$ cat src/pkg/lsi_regs.vh
// Register map, field positions and reset values of the status unit
`ifndef LSI_REGS_VH
`define LSI_REGS_VH

// Register offsets on the parallel control port
`define LSI_ADDR_STATUS_ONE   8'h06
`define LSI_ADDR_STATUS_TWO   8'h07
`define LSI_ADDR_RX_INFO      8'h08
`define LSI_ADDR_IRQ_MASK_ONE 8'h16
`define LSI_ADDR_IRQ_MASK_TWO 8'h17
`define LSI_ADDR_SYNC_STATUS  8'h1E

// Status register one: event bits above, alarm bits below
`define LSI_SR1_ALARM_BITS    8'h0F
`define LSI_SR1_EVENT_BITS    8'hF0
`define LSI_SR1_UNFRAMED_POS  3
`define LSI_SR1_REMOTE_POS    2
`define LSI_SR1_CARRIER_POS   1
`define LSI_SR1_SYNCLOSS_POS  0

// Receive information flag positions
`define LSI_RIR_TX_FULL_POS   7
`define LSI_RIR_TX_EMPTY_POS  6
`define LSI_RIR_JITTER_POS    5
`define LSI_RIR_RX_FULL_POS   4
`define LSI_RIR_RX_EMPTY_POS  3
`define LSI_RIR_CRC_POS       2
`define LSI_RIR_FAS_POS       1
`define LSI_RIR_CAS_POS       0

// Reset values
`define LSI_RST_STATUS        8'h00
`define LSI_RST_MASK          8'h00
`define LSI_RST_READ_DATA     8'h00
`define LSI_UNMAPPED_READ     8'h00

`endif

$ cat src/lsi_latched_status_irq_unit.v
// Latched status registers, live sync status and interrupt output
//
// Notes on behaviour
// - Latched bits set on event, held until read
// - Read-cleared event bit waits for new event
// - Active alarm bits re-set right after read
// - Mask one bit refreshes readable image bit
// - Mask zero bit keeps previous readable value
// - Sync status register is live, read-only
// - Status flags drive interrupt via mask registers
// - Alarm change either way raises interrupt
// - Reading alarm bit releases its interrupt
// - Event raises interrupt, read releases it
// - Bit 7 set on transmit store full
// - Bit 6 set on transmit store empty
// - Bit 5 set on jitter buffer near limit
// - Bit 4 set on receive store full
// - Bit 3 set on receive store empty
// - Bit 2 set on CRC resync criterion
// - Bit 0 set on CAS resync criterion
`timescale 1ns/1ps
`default_nettype none
`include "lsi_regs.vh"

module lsi_latched_status_irq_unit #(
    parameter WIDTH = 8
) (
    input  wire             clk,
    input  wire             nrst,
    input  wire [7:0]       busAddr,
    input  wire             busWrStb,
    input  wire             busRdStb,
    input  wire [WIDTH-1:0] busWrData,
    output reg  [WIDTH-1:0] busRdData,
    output reg              intN,
    input  wire [3:0]       sr1Events,
    input  wire             unframedAllOnesAlarm,
    input  wire             remoteAlarmFlag,
    input  wire             carrierLossAlarm,
    input  wire             syncLossAlarm,
    input  wire [WIDTH-1:0] sr2Events,
    input  wire             txElasticFull,
    input  wire             txElasticEmpty,
    input  wire             jitterBufferLimitTrip,
    input  wire             rxElasticFull,
    input  wire             rxElasticEmpty,
    input  wire             crcResyncMet,
    input  wire             frameAlignResyncMet,
    input  wire             multiframeResyncMet,
    input  wire [WIDTH-1:0] synchronizerState
);

    // Raw asynchronous inputs gathered for synchronising
    // Bits 7..4 of status one are events, bits 3..0 alarms
    wire [WIDTH-1:0] rawSr1;
    wire [WIDTH-1:0] rawRir;
    wire [4*WIDTH-1:0] rawAll;

    assign rawSr1 = {sr1Events,
                     unframedAllOnesAlarm,
                     remoteAlarmFlag,
                     carrierLossAlarm,
                     syncLossAlarm};
    assign rawRir = {txElasticFull,
                     txElasticEmpty,
                     jitterBufferLimitTrip,
                     rxElasticFull,
                     rxElasticEmpty,
                     crcResyncMet,
                     frameAlignResyncMet,
                     multiframeResyncMet};
    assign rawAll = {synchronizerState, rawRir, sr2Events, rawSr1};

    // Synchroniser pair and previous sample for edge detection;
    // every source is asynchronous, so logic reads only syncB_q and prev_q
    reg [4*WIDTH-1:0] syncA_q;
    reg [4*WIDTH-1:0] syncB_q;
    reg [4*WIDTH-1:0] prev_q;

    always @(posedge clk or negedge nrst) begin
        if (!nrst) begin
            syncA_q <= {4*WIDTH{1'b0}};
            syncB_q <= {4*WIDTH{1'b0}};
            prev_q  <= {4*WIDTH{1'b0}};
        end else begin
            syncA_q <= rawAll;
            syncB_q <= syncA_q;
            prev_q  <= syncB_q;
        end
    end

    // Live status word passed on only once two samples agree, so a
    // word caught in mid-change never reaches the reader
    wire [WIDTH-1:0] curSync;
    wire [WIDTH-1:0] prvSync;
    reg  [WIDTH-1:0] liveSync_q;

    assign curSync = syncB_q[4*WIDTH-1:3*WIDTH];
    assign prvSync = prev_q[4*WIDTH-1:3*WIDTH];

    always @(posedge clk or negedge nrst) begin
        if (!nrst) begin
            liveSync_q <= `LSI_RST_STATUS;
        end else if (curSync == prvSync) begin
            liveSync_q <= prvSync;
        end
    end

    // Synchronised views
    wire [WIDTH-1:0] lvlSr1;
    wire [WIDTH-1:0] lvlSr2;
    wire [WIDTH-1:0] lvlRir;
    wire [WIDTH-1:0] liveSync;
    wire [WIDTH-1:0] prvSr1;
    wire [WIDTH-1:0] prvSr2;
    wire [WIDTH-1:0] prvRir;

    assign lvlSr1   = syncB_q[WIDTH-1:0];
    assign lvlSr2   = syncB_q[2*WIDTH-1:WIDTH];
    assign lvlRir   = syncB_q[3*WIDTH-1:2*WIDTH];
    assign liveSync = liveSync_q;
    assign prvSr1   = prev_q[WIDTH-1:0];
    assign prvSr2   = prev_q[2*WIDTH-1:WIDTH];
    assign prvRir   = prev_q[3*WIDTH-1:2*WIDTH];

    // Alarm and event masks of status register one
    wire [WIDTH-1:0] alarmBits;
    wire [WIDTH-1:0] eventBits;

    assign alarmBits = `LSI_SR1_ALARM_BITS;
    assign eventBits = `LSI_SR1_EVENT_BITS;

    // Latch set terms: rising edge for events, level for alarms
    // Alarm level re-sets its bit every cycle the alarm lasts
    wire [WIDTH-1:0] setSr1;
    wire [WIDTH-1:0] setSr2;
    wire [WIDTH-1:0] setRir;

    assign setSr1 = (lvlSr1 & ~prvSr1 & eventBits)
                  | (lvlSr1 & alarmBits);
    assign setSr2 = lvlSr2 & ~prvSr2;
    assign setRir = lvlRir & ~prvRir;

    // Interrupt set terms: alarms on either change, events on edge
    // Information flags have no interrupt path
    wire [WIDTH-1:0] irqSetSr1;
    wire [WIDTH-1:0] irqSetSr2;

    assign irqSetSr1 = ((lvlSr1 ^ prvSr1) & alarmBits)
                     | (lvlSr1 & ~prvSr1 & eventBits);
    assign irqSetSr2 = lvlSr2 & ~prvSr2;

    // Address decode of the control port
    // Full eight-bit compare, so no offset aliases another
    wire hitSr1;
    wire hitSr2;
    wire hitRir;
    wire hitImr1;
    wire hitImr2;
    wire hitSsr;

    assign hitSr1  = (busAddr == `LSI_ADDR_STATUS_ONE);
    assign hitSr2  = (busAddr == `LSI_ADDR_STATUS_TWO);
    assign hitRir  = (busAddr == `LSI_ADDR_RX_INFO);
    assign hitImr1 = (busAddr == `LSI_ADDR_IRQ_MASK_ONE);
    assign hitImr2 = (busAddr == `LSI_ADDR_IRQ_MASK_TWO);
    assign hitSsr  = (busAddr == `LSI_ADDR_SYNC_STATUS);

    // Latched flags, readable images and pending read masks
    reg [WIDTH-1:0] latSr1_q;
    reg [WIDTH-1:0] latSr2_q;
    reg [WIDTH-1:0] latRir_q;
    reg [WIDTH-1:0] imgSr1_q;
    reg [WIDTH-1:0] imgSr2_q;
    reg [WIDTH-1:0] imgRir_q;
    reg [WIDTH-1:0] pendSr1_q;
    reg [WIDTH-1:0] pendSr2_q;
    reg [WIDTH-1:0] pendRir_q;
    reg [WIDTH-1:0] irq_mask_one_q;
    reg [WIDTH-1:0] irq_mask_two_q;
    reg [WIDTH-1:0] irqSr1_q;
    reg [WIDTH-1:0] irqSr2_q;

    // Bits a read clears: captured as one and asked for by the mask
    // A bit the reader never saw as one stays latched
    wire [WIDTH-1:0] clrSr1;
    wire [WIDTH-1:0] clrSr2;
    wire [WIDTH-1:0] clrRir;
    wire [WIDTH-1:0] seenSr1;
    wire [WIDTH-1:0] seenSr2;

    assign clrSr1  = (busRdStb && hitSr1) ? (imgSr1_q & pendSr1_q)
                                          : {WIDTH{1'b0}};
    assign clrSr2  = (busRdStb && hitSr2) ? (imgSr2_q & pendSr2_q)
                                          : {WIDTH{1'b0}};
    assign clrRir  = (busRdStb && hitRir) ? (imgRir_q & pendRir_q)
                                          : {WIDTH{1'b0}};
    assign seenSr1 = (busRdStb && hitSr1) ? pendSr1_q : {WIDTH{1'b0}};
    assign seenSr2 = (busRdStb && hitSr2) ? pendSr2_q : {WIDTH{1'b0}};

    // Next latched values: set wins over the read clear
    wire [WIDTH-1:0] latSr1_d;
    wire [WIDTH-1:0] latSr2_d;
    wire [WIDTH-1:0] latRir_d;

    assign latSr1_d = (latSr1_q & ~clrSr1) | setSr1;
    assign latSr2_d = (latSr2_q & ~clrSr2) | setSr2;
    assign latRir_d = (latRir_q & ~clrRir) | setRir;

    // Latched flag registers
    always @(posedge clk or negedge nrst) begin
        if (!nrst) begin
            latSr1_q <= `LSI_RST_STATUS;
            latSr2_q <= `LSI_RST_STATUS;
            latRir_q <= `LSI_RST_STATUS;
        end else begin
            latSr1_q <= latSr1_d;
            latSr2_q <= latSr2_d;
            latRir_q <= latRir_d;
        end
    end

    // Status one image: a mask write refreshes chosen bits only
    // and remembers which bits the following read may clear
    always @(posedge clk or negedge nrst) begin
        if (!nrst) begin
            imgSr1_q  <= `LSI_RST_STATUS;
            pendSr1_q <= `LSI_RST_MASK;
        end else if (busWrStb && hitSr1) begin
            imgSr1_q  <= (latSr1_q & busWrData)
                       | (imgSr1_q & ~busWrData);
            pendSr1_q <= busWrData;
        end else if (busRdStb && hitSr1) begin
            pendSr1_q <= `LSI_RST_MASK;
        end
    end

    // Status two image and pending read mask
    always @(posedge clk or negedge nrst) begin
        if (!nrst) begin
            imgSr2_q  <= `LSI_RST_STATUS;
            pendSr2_q <= `LSI_RST_MASK;
        end else if (busWrStb && hitSr2) begin
            imgSr2_q  <= (latSr2_q & busWrData)
                       | (imgSr2_q & ~busWrData);
            pendSr2_q <= busWrData;
        end else if (busRdStb && hitSr2) begin
            pendSr2_q <= `LSI_RST_MASK;
        end
    end

    // Information image and pending read mask
    always @(posedge clk or negedge nrst) begin
        if (!nrst) begin
            imgRir_q  <= `LSI_RST_STATUS;
            pendRir_q <= `LSI_RST_MASK;
        end else if (busWrStb && hitRir) begin
            imgRir_q  <= (latRir_q & busWrData)
                       | (imgRir_q & ~busWrData);
            pendRir_q <= busWrData;
        end else if (busRdStb && hitRir) begin
            pendRir_q <= `LSI_RST_MASK;
        end
    end

    // Interrupt mask registers
    // Readable, so the host can check what it enabled
    always @(posedge clk or negedge nrst) begin
        if (!nrst) begin
            irq_mask_one_q <= `LSI_RST_MASK;
            irq_mask_two_q <= `LSI_RST_MASK;
        end else begin
            if (busWrStb && hitImr1) begin
                irq_mask_one_q <= busWrData;
            end
            if (busWrStb && hitImr2) begin
                irq_mask_two_q <= busWrData;
            end
        end
    end

    // Status one interrupt pending bits; a read covering a bit
    // releases it, while a new change in that cycle wins
    always @(posedge clk or negedge nrst) begin
        if (!nrst) begin
            irqSr1_q <= `LSI_RST_STATUS;
        end else begin
            irqSr1_q <= (irqSr1_q & ~seenSr1) | irqSetSr1;
        end
    end

    // Status two interrupt pending bits, event kind only
    always @(posedge clk or negedge nrst) begin
        if (!nrst) begin
            irqSr2_q <= `LSI_RST_STATUS;
        end else begin
            irqSr2_q <= (irqSr2_q & ~seenSr2) | irqSetSr2;
        end
    end

    // Active-low interrupt pin from any enabled pending source
    // Registered, so the pin never glitches between sources
    wire anyIrq;

    assign anyIrq = |((irqSr1_q & irq_mask_one_q) | (irqSr2_q & irq_mask_two_q));

    always @(posedge clk or negedge nrst) begin
        if (!nrst) begin
            intN <= 1'b1;
        end else begin
            intN <= ~anyIrq;
        end
    end

    // Read data mux; unmapped offsets read zero
    // Writes to the live status offset fall through unused
    reg [WIDTH-1:0] rdMux;

    always @* begin
        rdMux = `LSI_UNMAPPED_READ;
        case (1'b1)
            hitSr1:  rdMux = imgSr1_q;
            hitSr2:  rdMux = imgSr2_q;
            hitRir:  rdMux = imgRir_q;
            hitImr1: rdMux = irq_mask_one_q;
            hitImr2: rdMux = irq_mask_two_q;
            hitSsr:  rdMux = liveSync;
            default: rdMux = `LSI_UNMAPPED_READ;
        endcase
    end

    // Read data register, loaded on each read strobe
    // and held between reads for the host to pick up
    always @(posedge clk or negedge nrst) begin
        if (!nrst) begin
            busRdData <= `LSI_RST_READ_DATA;
        end else if (busRdStb) begin
            busRdData <= rdMux;
        end
    end

endmodule
`default_nettype wire

$ cat config.mk
export PLATFORM = sky130hd
export DESIGN_NAME = lsi_latched_status_irq_unit
export DESIGN_NICKNAME = d
export VERILOG_FILES = /design/src/lsi_latched_status_irq_unit.v
export VERILOG_INCLUDE_DIRS = /design/src /design/src/pkg
export SDC_FILE = /design/constraint.sdc
export NUM_CORES = 1
export LEC_CHECK = 0
export ABC_AREA = 1
export BUFFER_PORTS_ARGS = -buffer_cell sky130_fd_sc_hd__buf_2
export CELL_PAD_IN_SITES_DETAIL_PLACEMENT = 1
export CELL_PAD_IN_SITES_GLOBAL_PLACEMENT = 1
export CORE_MARGIN = 2
export CORE_UTILIZATION = 47
export DETAILED_ROUTE_END_ITERATION = 8
export HOLD_SLACK_MARGIN = 0.06
export PLACE_DENSITY_LB_ADDON = 0.12
export SLEW_MARGIN = 20
export SYNTH_ARGS = -nofsm -noshare
export SYNTH_HDL_FRONTEND = slang
export SYNTH_SLANG_ARGS = --single-unit
$ cat constraint.sdc
create_clock -name clk -period 2 [get_ports clk]
set_input_delay 0.2 -clock clk [delete_from_list [all_inputs] [get_ports clk]]
set_output_delay 0.2 -clock clk [all_outputs]
set_load 0.02 [all_outputs]
## Yosys cells after proc, flatten, opt, wreduce, memory -nomap -nowiden

Cells that the tools add are included.

- Reduce and logical (&&, ||, !) cells: 12
- Multiplexer cells: 17
- Bitwise gates (word level): 41
- Equal/unequal tests: 7

Operator list:

| kind | count |
|---|---|
| 8-bit bitwise AND | 19 |
| 8-bit two-way mux | 17 |
| 8-bit inverter | 9 |
| 8-bit bitwise OR | 9 |
| 8-bit by 5-bit equality test with 1-bit output, second input constant | 3 |
| 8-bit by 3-bit equality test with 1-bit output, second input constant | 2 |
| 8-bit by 4-bit equality test with 1-bit output, second input constant | 1 |
| 8-bit equality test | 1 |
| 1-bit logical AND | 8 |
| 4-bit by 8-bit bitwise OR with 8-bit output | 1 |
| 8-bit by 4-bit bitwise OR with 8-bit output | 1 |
| 8-bit OR reduction | 1 |
| 2-bit nonzero test | 3 |
| 4-bit XOR | 1 |
| 1-bit inverter | 1 |

- Bits in registers: 217
- Logic and storage cells: 96
- Output and inout bits: 9

## Longest topological paths before layout

Gate-level depths: netlist of run 1.

- Word-level depth: 7
- Mapped depth: 11
- Mapped depth without buffers: 10

## Worst setup path before layout of run 1

OpenSTA, ideal clock, no wires.

- Path kind: reg-to-reg
- Start: register prev_q[24]
- End: register liveSync_q[0], in the netlist liveSync[0]
- Cell stages (with the launch flop): 6
- Setup slack: 617 ps
- Path buffers: 0
- Arrival: 1,266 ps
- Path through: dfrtp_1 xor2_1 nor3_2 nand2_1 nand2_1 nand2_1

- Word-level cells in the longest chain between the ends: 1

Ends and longest elaborated chain:

| what | line | text |
|---|---|---|
| start: declaration | lsi_latched_status_irq_unit.v:78 | `reg [4*WIDTH-1:0] prev_q;` |
| start signal: assignment | lsi_latched_status_irq_unit.v:84 | `prev_q <= {4*WIDTH{1'b0}};` |
| start signal: assignment | lsi_latched_status_irq_unit.v:88 | `prev_q <= syncB_q;` |
| 8-bit equality test | lsi_latched_status_irq_unit.v:104 | `end else if (curSync == prvSync) begin` |
| end signal: assignment | lsi_latched_status_irq_unit.v:103 | `` liveSync_q <= `LSI_RST_STATUS; `` |
| end signal: assignment | lsi_latched_status_irq_unit.v:105 | `liveSync_q <= prvSync;` |
| end: declaration | lsi_latched_status_irq_unit.v:96 | `reg [WIDTH-1:0] liveSync_q;` |

Several ways; a longest one is shown, not always the timed one.
A chain may end at the register's enable or synchronous reset.

## Final worst setup path of run 1

- Start: register prev_q[28]
- End: register liveSync_q[7], in the netlist liveSync[7]

- Word-level cells in the longest chain between the ends: 1

Ends and longest elaborated chain:

| what | line |
|---|---|
| 8-bit equality test | lsi_latched_status_irq_unit.v:104 |

Every way passes these cells.

==> metrics.log, run 1 <==
[metrics] average routed wire per standard cell: between 15 and 20 µm
[metrics] Synth warnings: 0
[metrics] Period minus WS final: around 1.4 ns
[metrics] antenna violations before repair: 0
[metrics] number of primary I/O pins: 61
[metrics] clock root cell: sky130_fd_sc_hd__clkbuf_16
[metrics] # nets final: approximately 900
[metrics] number of vias after detailed routing: about 5600
[metrics] Fill cells: around 1800
[metrics] DR WL met2: a little over 10000 µm
[metrics] clock-pin transition on the worst setup and hold timing paths: 0.06 ns
[metrics] Synth Area per Inst: around 11 µm²
[metrics] count of buffers from port buffering: 60
[metrics] worst endpoint required time: about 2.4 ns
[metrics] TNS Setup: 0 ns
[metrics] number of synthesized register bits: between 200 and 250
[metrics] highest-delay cell along the critical path: sky130_fd_sc_hd__dfrtp_1
[metrics] worst stage delay on the critical path: 0.39 ns
[metrics] worst relative slew slack: 53.32%
[metrics] layout overhead on the synthesized area: 23.04%
[metrics] achievable clock frequency: around 700 MHz
[metrics] clock latency on the worst-skew pair: 0.51 ns
[metrics] CTS Buffer Depth: 3
[metrics] static leakage: 4.732 nW
[metrics] share of the yosys chip area belonging to registers: 68.70%
[metrics] post-synthesis cell area: roughly 7900 µm²
[metrics] wire length reported by the detailed router: 19580 µm
[metrics] crit path capture type: flip-flop
[metrics] Vias per Instance: ~5
[metrics] Iter 0 DRT Violations: 239
[metrics] worst-path fanout max: 9
[metrics] number of global-route vias before repair: 6261
[metrics] highest metal used: met4
[metrics] number of max-slew violations in the final report: 0
[metrics] die height: approximately 130 µm
[metrics] count of maximum capacitance violations: 0
[metrics] power density over the cells: slightly below 1000 nW/µm²
[metrics] Starting Density: 47.85%
[metrics] ant diodes: 0
[metrics] placer's final routability congestion estimate: just under 0.9
[metrics] maximum VDD drop: around 0.7 mV
[metrics] class of the most critical setup path: reg2reg
[metrics] placement row count: 47
[metrics] share of Yosys cell area claimed by the top area cell type: about two thirds
[metrics] grt ovf: 0
[metrics] Worst Skew: 0.009025 ns
[metrics] detailed placer's ending HPWL: 13570 µm
[metrics] ranking of synthesized cells by area: sky130_fd_sc_hd__dfrtp_1, sky130_fd_sc_hd__nand2_1, sky130_fd_sc_hd__inv_1
[metrics] DRC violation count after routing: 0
[metrics] final antenna-violating net count: 0
[metrics] final-report setup violation count: 0
[metrics] unrepaired setup endpoints after global routing: false
[metrics] Worst Max-Slew Pin Slew: between 0.6 and 0.7 ns
[metrics] Die Footprint: ~18000 µm²
[metrics] first-pass GRT wire length: 32710 µm
[metrics] Worst Hold Class: in2reg
[metrics] share of post-route cells with drive strength above 1: between 10% and 20%
[metrics] Critical Path, Cell by Cell: xnor2_1, nand2_1, nor3_2, buf_4, nand2_1, nand2_1, nand2_1
[metrics] post-synthesis instance total: approximately 700
[metrics] cell type with the highest occurrence count on the critical path: sky130_fd_sc_hd__nand2_1
[metrics] TritonCTS clock tree: done
[metrics] endpoints failing hold: 0
[metrics] Met1 Wirelength: a little over 8000 µm
[metrics] library cell with the largest summed area after synthesis: sky130_fd_sc_hd__dfrtp_1
[metrics] sum of met3 wire segment lengths after detailed routing: roughly 660 µm
[metrics] Synthesized Nets: ~770
[metrics] number of gates resized after cts: 0
[metrics] gr usage total: 23.54%
[metrics] final cycle utilization of the critical path: between 70% and 80%
[metrics] length of the first detailed-routing pass in iterations: 4
[metrics] final core occ: 58.87%
[metrics] quantity of hold-fixing buffers added after cts: 41
[metrics] outcome: finished, final reports clean
[metrics] hold_ws: between 0.06 and 0.07 ns
[metrics] number of buffers inserted during clock tree synthesis: 23
[metrics] H-tree depth: 1
[metrics] CP arrival: ~1.8 ns
[metrics] TritonCTS sink count: around 220
[metrics] critical path startpoint category: flip-flop
[metrics] distinct cell type count of the synthesized netlist: 31
[metrics] core outline area: 16520 µm²
[metrics] largest net degree at the start of global routing: 61
[metrics] Die X-Extent: 133.7 µm
[metrics] Post-CTS Setup Repair Bufs: 0
[cells in the mapped netlist, drive strengths merged]
cell type / number
nand3b: 1
buf: 7
xor2: 4
inv: 90
dfstp: 1
nor3: 2
mux2: 7
dfrtp: 216
a21o: 4
clkinv: 1
xnor2: 8
clkbuf: 1
a22o: 4
a221oi: 1
nand2: 123
nor2: 41
nand3: 65
a21oi: 39
o21ai: 102
[cells by family (layout without fill, tap and decap cells)]
logic type | count (synthesis) | count (layout) | synth area share (%)
xor+xnor | 12 | 12 | 1.329
buf+inv | 99 | 246 | 5.001
compound gates | 150 | 150 | 10.10
flops | 217 | 217 | 68.70
simple gates | 232 | 232 | 13.88
mux | 7 | 7 | 0.9970
[worst paths after layout]
| path | startpoint | cells past startpoint | endpoint | slack, ns |
|---|---|---|---|---|
| worst min register to register | syncA_q[16]$_DFF_PN0_ | 0 | syncB_q[16]$_DFF_PN0_ | 0.34 |
| max in group asynchronous | nrst | 3 | async pin | 1.18 |
| worst max-delay path | prev_q[28]$_DFF_PN0_ | 7 | liveSync[7]$_DFFE_PN0N_ | 0.58 |
| min in group asynchronous | nrst | 2 | latSr1_q[3]$_DFF_PN0_ | 0.17 |
| worst min-delay path | busRdStb | 4 | latRir_q[2]$_DFF_PN0_ | 0.07 |
| worst max register to register | prev_q[28]$_DFF_PN0_ | 7 | liveSync[7]$_DFFE_PN0N_ | 0.58 |
[worst max-delay path, delay by kind of cell, from the launching register on]
family	cells	cell delay (ns)
buf+inv	1	0.18
simple gates	5	0.56
flops	1	0.39
xor+xnor	1	0.17
[area by class of cell]
class	instances	area [µm²]	area share (%)
clock buffer	32	619.3	6.367
clock inverter	10	132.6	1.363
inverter	91	341.6	3.511
multi-input combinational	401	2079	21.38
sequential	217	5431	55.83
tap	220	275.3	2.830
timing repair buffer	113	848.3	8.720
[layer usage]
| layer | vias to the layer above | GRT usage (%) |
|---|---|---|
| met5 | - | 0 |
| met4 | 0 | 7.683 |
| met3 | 34 | 2.854 |
| met2 | 105 | 42.17 |
| met1 | 2856 | 29.79 |
| li1 | 2585 | - |
[per-stage QoR]
step	total power [W]	instances	setup slack, ns	area [µm²]
after floorplan	0.004932	717	0.6166	7906
after global placement	0.005172	1001	0.2770	8566
after detailed placement	0.005211	1001	0.1281	8566
after CTS	0.009548	1084	0.5375	9728
after global routing	0.009789	1084	0.4100	9728
final	0.009441	1084	0.5775	9728
[placed cells by master, fill, tap and decap left out, drive strengths merged]
cell type	instances
buf	72
mux2	7
nand3b	1
inv	92
clkinv	6
xor2	4
dlygate4sd3	41
dfstp	1
nor2	41
o21ai	102
a21o	4
a21oi	39
bufinv	3
a22o	4
nor3	2
nand3	65
dfrtp	216
clkbuf	32
nand2	123
xnor2	8
a221oi	1
[power by group]
group	internal [W]	leakage, nW	switching [W]
clock network	0.00256	0.371	0.00169
registers	0.00459	2.36	0.000115
logic	0.000195	2.00	0.000285
total	0.00735	4.73	0.00209
No activity file was read; power rests on OpenSTA's default activity.
==> run 2: changes to the inputs <==
- CORE_UTILIZATION: 47 -> 43
- clock period: 2 -> 1.2 ns (I/O delays scaled with it)
==> metrics.log, run 2 (synthesized netlist as in run 1, its figures left out) <==
[metrics] final core occ: 56.25%
[metrics] Period minus WS final: about 1.3 ns
[metrics] detailed placer's ending HPWL: around 14000 µm
[metrics] post-layout instance area: 10140 µm²
[metrics] first-pass GRT wire length: roughly 33000 µm
[metrics] core outline area: 18020 µm²
[metrics] largest net degree at the start of global routing: around 50
[metrics] power share of the sequential group: about half
[metrics] Critical Path, Cell by Cell: buf_6
[metrics] worst relative slew slack: about two thirds
[metrics] Die Footprint: 19490 µm²
[metrics] ant diodes: 0
[metrics] CP arrival: between 1 and 1.5 ns
[metrics] TritonCTS sink count: ~220
[metrics] Post-Place Cell Area: 8845 µm²
[metrics] Worst Skew: ~0.010 ns
[metrics] Placed Instances: 1037
[metrics] number of non-filler instances in the completed layout: ~1100
[metrics] net load switching power: between 0.003 and 0.004 W
[metrics] highest-delay cell along the critical path: sky130_fd_sc_hd__dfstp_2
[metrics] static leakage: around 4.9 nW
[metrics] quantity of hold-fixing buffers added after cts: 42
[metrics] class of the most critical setup path: reg2out
[metrics] unrepaired setup endpoints after global routing: true
[metrics] CTS Buffer Depth: 3
[metrics] Worst Setup Slack post-DPL: -0.4121 ns
[metrics] outcome: complete, but fails checks
[metrics] most frequent cells in the layout: sky130_fd_sc_hd__dfrtp_1, sky130_fd_sc_hd__nand2_1, sky130_fd_sc_hd__inv_1
[metrics] clock root cell: sky130_fd_sc_hd__clkbuf_16
[metrics] Worst Reg2Reg Path Length in Cells: 6
[metrics] area of the multi-input gates: approximately 2100 µm²
[metrics] buffers and inverters on the worst path: 1
[metrics] placer's final routability congestion estimate: 0.8955
[metrics] count of buffers from port buffering: 60
[metrics] most common cell after layout, fill and taps aside: sky130_fd_sc_hd__dfrtp_1
[metrics] Fill cells: 1951
[metrics] length of the first detailed-routing pass in iterations: 4
[metrics] crit path capture type: output port
[metrics] Starting Density: 43.86%
[metrics] share of post-route cells with drive strength above 1: 19.46%
[metrics] relative contribution of the clock network to total power: between 40% and 50%
[metrics] Die X-Extent: around 140 µm
[metrics] # nets final: roughly 930
[metrics] Worst Hold Class: in2async
[metrics] setup slack of the most critical reg-to-reg path: -0.04 ns
[metrics] worst endpoint required time: 1.08 ns
[metrics] family of cells with the greatest summed delay on the critical path: flip-flops
[metrics] final-report setup violation count: 11
[metrics] number of primary I/O pins: between 60 and 70
[metrics] Iter 0 DRT Violations: slightly above 200
[metrics] wire length reported by the detailed router: slightly below 20000 µm
[metrics] number of vias after detailed routing: ~5600
[metrics] achievable clock frequency: 794.9 MHz
[metrics] number of global-route vias before repair: around 6200
[metrics] maximum VDD drop: between 1 and 1.5 mV
[metrics] placement row count: just under 50
[metrics] Worst Max-Slew Pin Slew: 0.4847 ns
[metrics] endpoints failing hold: 0
[metrics] worst r2r dst: liveSync[6]$_DFFE_PN0N_
[metrics] final cycle utilization of the critical path: 104.8%
[metrics] DRC violation count after routing: 0
[metrics] critical path startpoint category: flip-flop
[metrics] switching part of the total power: between 20% and 30%
[metrics] count of maximum capacitance violations: 0
[metrics] H-tree depth: 1
[metrics] Post-CTS Setup Repair Bufs: 0
[metrics] violations in the final reports: setup timing
[metrics] number of buffers inserted during clock tree synthesis: 24
[metrics] average routed wire per standard cell: approximately 18 µm
[metrics] power density over the cells: 1605 nW/µm²
[metrics] layout overhead on the synthesized area: 28.25%
[metrics] area of all sequential standard cells: between 5000 and 6000 µm²
[metrics] gr usage total: a little over a fifth
[metrics] final antenna-violating net count: 0
[metrics] Vias per Instance: between 4 and 5
[metrics] clock-pin transition on the worst setup and hold timing paths: roughly 0.060 ns
[metrics] worst-path fanout max: 1
[metrics] die height: around 140 µm
[metrics] slack of the critical path: -0.05809 ns
[metrics] TritonCTS clock tree: done
[metrics] worst stage delay on the critical path: between 0.5 and 0.6 ns
[metrics] Critical R2R Launch: prev_q[31]$_DFF_PN0_
[metrics] clock latency on the worst-skew pair: 0.51 ns
[metrics] grt ovf: 0
[metrics] Gate power share: about 5.3%
[metrics] antenna violations before repair: 0
[metrics] Power Internal: 0.01272 W
[metrics] number of max-slew violations in the final report: 0
==> run 2: what timing repair did <==
item	in CTS	in global routing
endpoints found under the setup margin	16	16
endpoints found under the hold margin	313	13
pin swaps	6	0
resized for setup	15	6
==> run 2: worst register-to-register path: stages, from the launching register on <==
cell                      delay, ns
sky130_fd_sc_hd__dfrtp_1       0.39
sky130_fd_sc_hd__xnor2_1       0.17
sky130_fd_sc_hd__nand2_1       0.10
sky130_fd_sc_hd__nor3_4        0.18
sky130_fd_sc_hd__nand2_2       0.15
sky130_fd_sc_hd__nand2_1       0.09
sky130_fd_sc_hd__nand2_1       0.05
==> run 2: stage by stage <==
step	hold WS [ns]	power [W]	setup TNS, ns
floorplan	-0.1756	0.008231	-0.8071
global placement	-0.02906	0.008666	-14.50
detailed placement	-0.02689	0.008725	-19.06
CTS	0.03688	0.01648	-0.5267
global route	0.04692	0.01694	-1.472
finish	0.04467	0.01628	-0.2755
==> run 2: power by group through the flow <==
stage	Combinational, W	Sequential, W	Clock, W
after floorplan	0.000316	0.00791	0
after detailed placement	0.000757	0.00797	0
after CTS	0.000876	0.00784	0.00777
after global routing	0.000970	0.00787	0.00810
final	0.000865	0.00784	0.00757
after global placement	0.000719	0.00795	0
==> run 2: how the worst max path moves through the flow <==
| stage | to | start | slack, ns | cells after the start |
|---|---|---|---|---|
| finish | intN | intN$_DFF_PN1_ | -0.06 | 1 |
| global route | liveSync[6]$_DFFE_PN0N_ | syncB_q[30]$_DFF_PN0_ | -0.18 | 6 |
| CTS | intN | intN$_DFF_PN1_ | -0.07 | 1 |
| detailed placement | busRdData[4]$_DFFE_PN0P_ | busAddr[0] | -0.41 | 10 |
| global placement | busRdData[4]$_DFFE_PN0P_ | busAddr[0] | -0.38 | 10 |
| floorplan | liveSync[0]$_DFFE_PN0N_ | prev_q[31]$_DFF_PN0_ | -0.10 | 6 |
==> run 2: final cells by class <==
cell class,count,area share [%]
timing repair buffer,141,11.36
inverter,91,3.369
tap,229,2.826
multi-input combinational,401,20.73
clock inverter,9,1.209
clock buffer,35,6.935
sequential,217,53.57
==> run 2: per-layer routing <==
layer,vias to the layer above,track usage [%],part of all wire (%)
met3,40,3.304,4.1
met2,107,36.92,50
met4,0,5.526,2.5
met1,2821,27.92,43
li1,2642,-,-
met5,-,0,0
==> run 3: changes to the inputs <==
- CELL_PAD_IN_SITES_DETAIL_PLACEMENT: 1 -> 0
==> metrics.log, run 3 (synthesized netlist as in run 1, its figures left out) <==
[metrics] Worst Max-Slew Pin Slew: ~0.47 ns
[metrics] critical path startpoint category: flip-flop
[metrics] Worst Skew: between 0.009 and 0.01 ns
[metrics] worst relative slew slack: between 60% and 70%
[metrics] number of non-filler instances in the completed layout: between 1000 and 1500
[metrics] capture endpoint of the worst hold path: latRir_q[2]$_DFF_PN0_
[metrics] placement row count: 49
[metrics] Placed Instances: 1037
[metrics] count of maximum capacitance violations: 0
[metrics] area of the multi-input gates: roughly 2100 µm²
[metrics] static leakage: between 4 and 5 nW
[metrics] count of buffers from port buffering: 60
[metrics] highest-delay cell along the critical path: sky130_fd_sc_hd__dfstp_2
[metrics] CP arrival: roughly 1.1 ns
[metrics] worst r2r dst: liveSync[6]$_DFFE_PN0N_
[metrics] # nets final: between 900 and 1000
[metrics] final antenna-violating net count: 0
[metrics] Die Footprint: 19490 µm²
[metrics] setup slack of the most critical reg-to-reg path: -0.01 ns
[metrics] worst stage delay on the critical path: ~0.52 ns
[metrics] number of vias after detailed routing: 5472
[metrics] worst-path fanout max: 1
[metrics] detailed placer's ending HPWL: roughly 12000 µm
[metrics] maximum VDD drop: ~1.3 mV
[metrics] first-pass GRT wire length: between 20000 and 30000 µm
[metrics] area of all sequential standard cells: 5431 µm²
[metrics] worst endpoint required time: 1.08 ns
[metrics] violations in the final reports: setup timing
[metrics] family of cells with the greatest summed delay on the critical path: flip-flops
[metrics] core outline area: around 18000 µm²
[metrics] die height: around 140 µm
[metrics] Die X-Extent: between 100 and 150 µm
[metrics] endpoints failing hold: 0
[metrics] share of post-route cells with drive strength above 1: between 10% and 20%
[metrics] H-tree depth: 1
[metrics] antenna violations before repair: 0
[metrics] TritonCTS sink count: 217
[metrics] CTS Buffer Depth: 3
[metrics] most frequent cells in the layout: sky130_fd_sc_hd__dfrtp_1, sky130_fd_sc_hd__nand2_1, sky130_fd_sc_hd__inv_1
[metrics] clock-pin transition on the worst setup and hold timing paths: approximately 0.060 ns
[metrics] buffers and inverters on the worst path: 1
[metrics] clock root cell: sky130_fd_sc_hd__clkbuf_16
[metrics] Iter 0 DRT Violations: ~400
[metrics] hold path startpoint: busRdStb
[metrics] most common cell after layout, fill and taps aside: sky130_fd_sc_hd__dfrtp_1
[metrics] Worst Hold Class: in2reg
[metrics] Period minus WS final: between 1 and 1.5 ns
[metrics] final cycle utilization of the critical path: 104.0%
[metrics] Worst Setup Slack post-DPL: -0.3562 ns
[metrics] length of the first detailed-routing pass in iterations: 5
[metrics] grt ovf: 0
[metrics] Worst Reg2Reg Path Length in Cells: 6
[metrics] Vias per Instance: 4.868
[metrics] wire length reported by the detailed router: ~18000 µm
[metrics] TNS Setup: -0.1072 ns
[metrics] outcome: complete, but fails checks
[metrics] Starting Density: 43.86%
[metrics] final-report setup violation count: 9
[metrics] layout overhead on the synthesized area: 28.88%
[metrics] TritonCTS clock tree: done
[metrics] power density over the cells: about 1600 nW/µm²
[metrics] Critical R2R Launch: prev_q[27]$_DFF_PN0_
[metrics] number of global-route vias before repair: around 5500
[metrics] DRC violation count after routing: 0
[metrics] Fill cells: about 1600
[metrics] number of primary I/O pins: around 60
[metrics] Hold Path Cell Cnt: 5
[metrics] crit path capture type: output port
[metrics] class of the most critical setup path: reg2out
[metrics] gr usage total: a little under a fifth
[metrics] number of buffers inserted during clock tree synthesis: 24
[metrics] placer's final routability congestion estimate: 0.8955
[metrics] slack of the critical path: -0.04838 ns
[metrics] clock latency on the worst-skew pair: ~0.50 ns
[metrics] number of max-slew violations in the final report: 0
[metrics] average routed wire per standard cell: between 15 and 20 µm
[metrics] largest net degree at the start of global routing: just over 50
[metrics] unrepaired setup endpoints after global routing: true
[metrics] Critical Path, Cell by Cell: buf_6
[metrics] achievable clock frequency: 801.0 MHz
[metrics] ant diodes: 0
-- run 3: cell count changes in the layout (fill, tap and decap cells not counted), sizes merged --
cell	previous run	this run
dlygate4sd3	42	43
clkbuf	35	38
clkinv	6	3
inv	90	91
bufinv	3	2
-- run 3: cell type report --
| class | instances | share of cell area (%) |
|---|---|---|
| Multi-Input combinational cell | 401 | 20.83 |
| Clock inverter | 6 | 0.8841 |
| Clock buffer | 37 | 6.974 |
| Sequential cell | 217 | 53.30 |
| Tap cell | 229 | 2.812 |
| Inverter | 91 | 3.352 |
| Timing Repair Buffer | 143 | 11.85 |
-- run 3: tightest hold or removal path, delay by kind of cell --
| family | cells | cell delay (ns) |
|---|---|---|
| simple gates | 2 | 0.13 |
| buf+inv | 2 | 0.22 |
| compound gates | 1 | 0.07 |
-- run 3: stage by stage --
step                power [W]  utilization, %  instance area, µm²  hold slack (ns)
finish                0.01599           56.53               10190          0.07905
global route          0.01667           56.53               10190          0.09294
CTS                   0.01617           56.11               10110          0.06951
detailed placement   0.008699           49.07                8845         -0.02880
global placement     0.008666           49.07                8845         -0.02906
floorplan            0.008231               -                7921          -0.1756
-- run 3: where the power goes --
group | total, W | internal [W] | switching (W)
Sequential | 0.00783 | 0.00766 | 0.000179
Combinational | 0.000854 | 0.000379 | 0.000475
Clock | 0.00730 | 0.00451 | 0.00279
-- run 3: routing by layer --
metal,track usage (%),wire length (µm),vias to the layer above
met5,0,0,-
met4,4.737,332,0
met3,2.787,865,30
met2,30.08,8425,123
met1,27.25,8113,2673
li1,-,-,2646
-- run 3: worst max path at each step --
stage / slack, ns / cells after the start / start / end
final: -0.05 / 1 / intN$_DFF_PN1_ / intN
after CTS: -0.07 / 1 / intN$_DFF_PN1_ / intN
after global placement: -0.38 / 10 / busAddr[0] / busRdData[4]$_DFFE_PN0P_
after global routing: -0.16 / 6 / prev_q[30]$_DFF_PN0_ / liveSync[5]$_DFFE_PN0N_
after floorplan: -0.10 / 6 / prev_q[31]$_DFF_PN0_ / liveSync[0]$_DFFE_PN0N_
after detailed placement: -0.36 / 10 / busAddr[0] / busRdData[4]$_DFFE_PN0P_
-- run 3: what timing repair did --
item	in CTS	in global routing
endpoints found under the hold margin	310	0
resized for setup	15	13
cloned	0	1
setup buffers	0	0
setup endpoints to repair	17	45
pin swaps	3	1
hold buffers	43	0
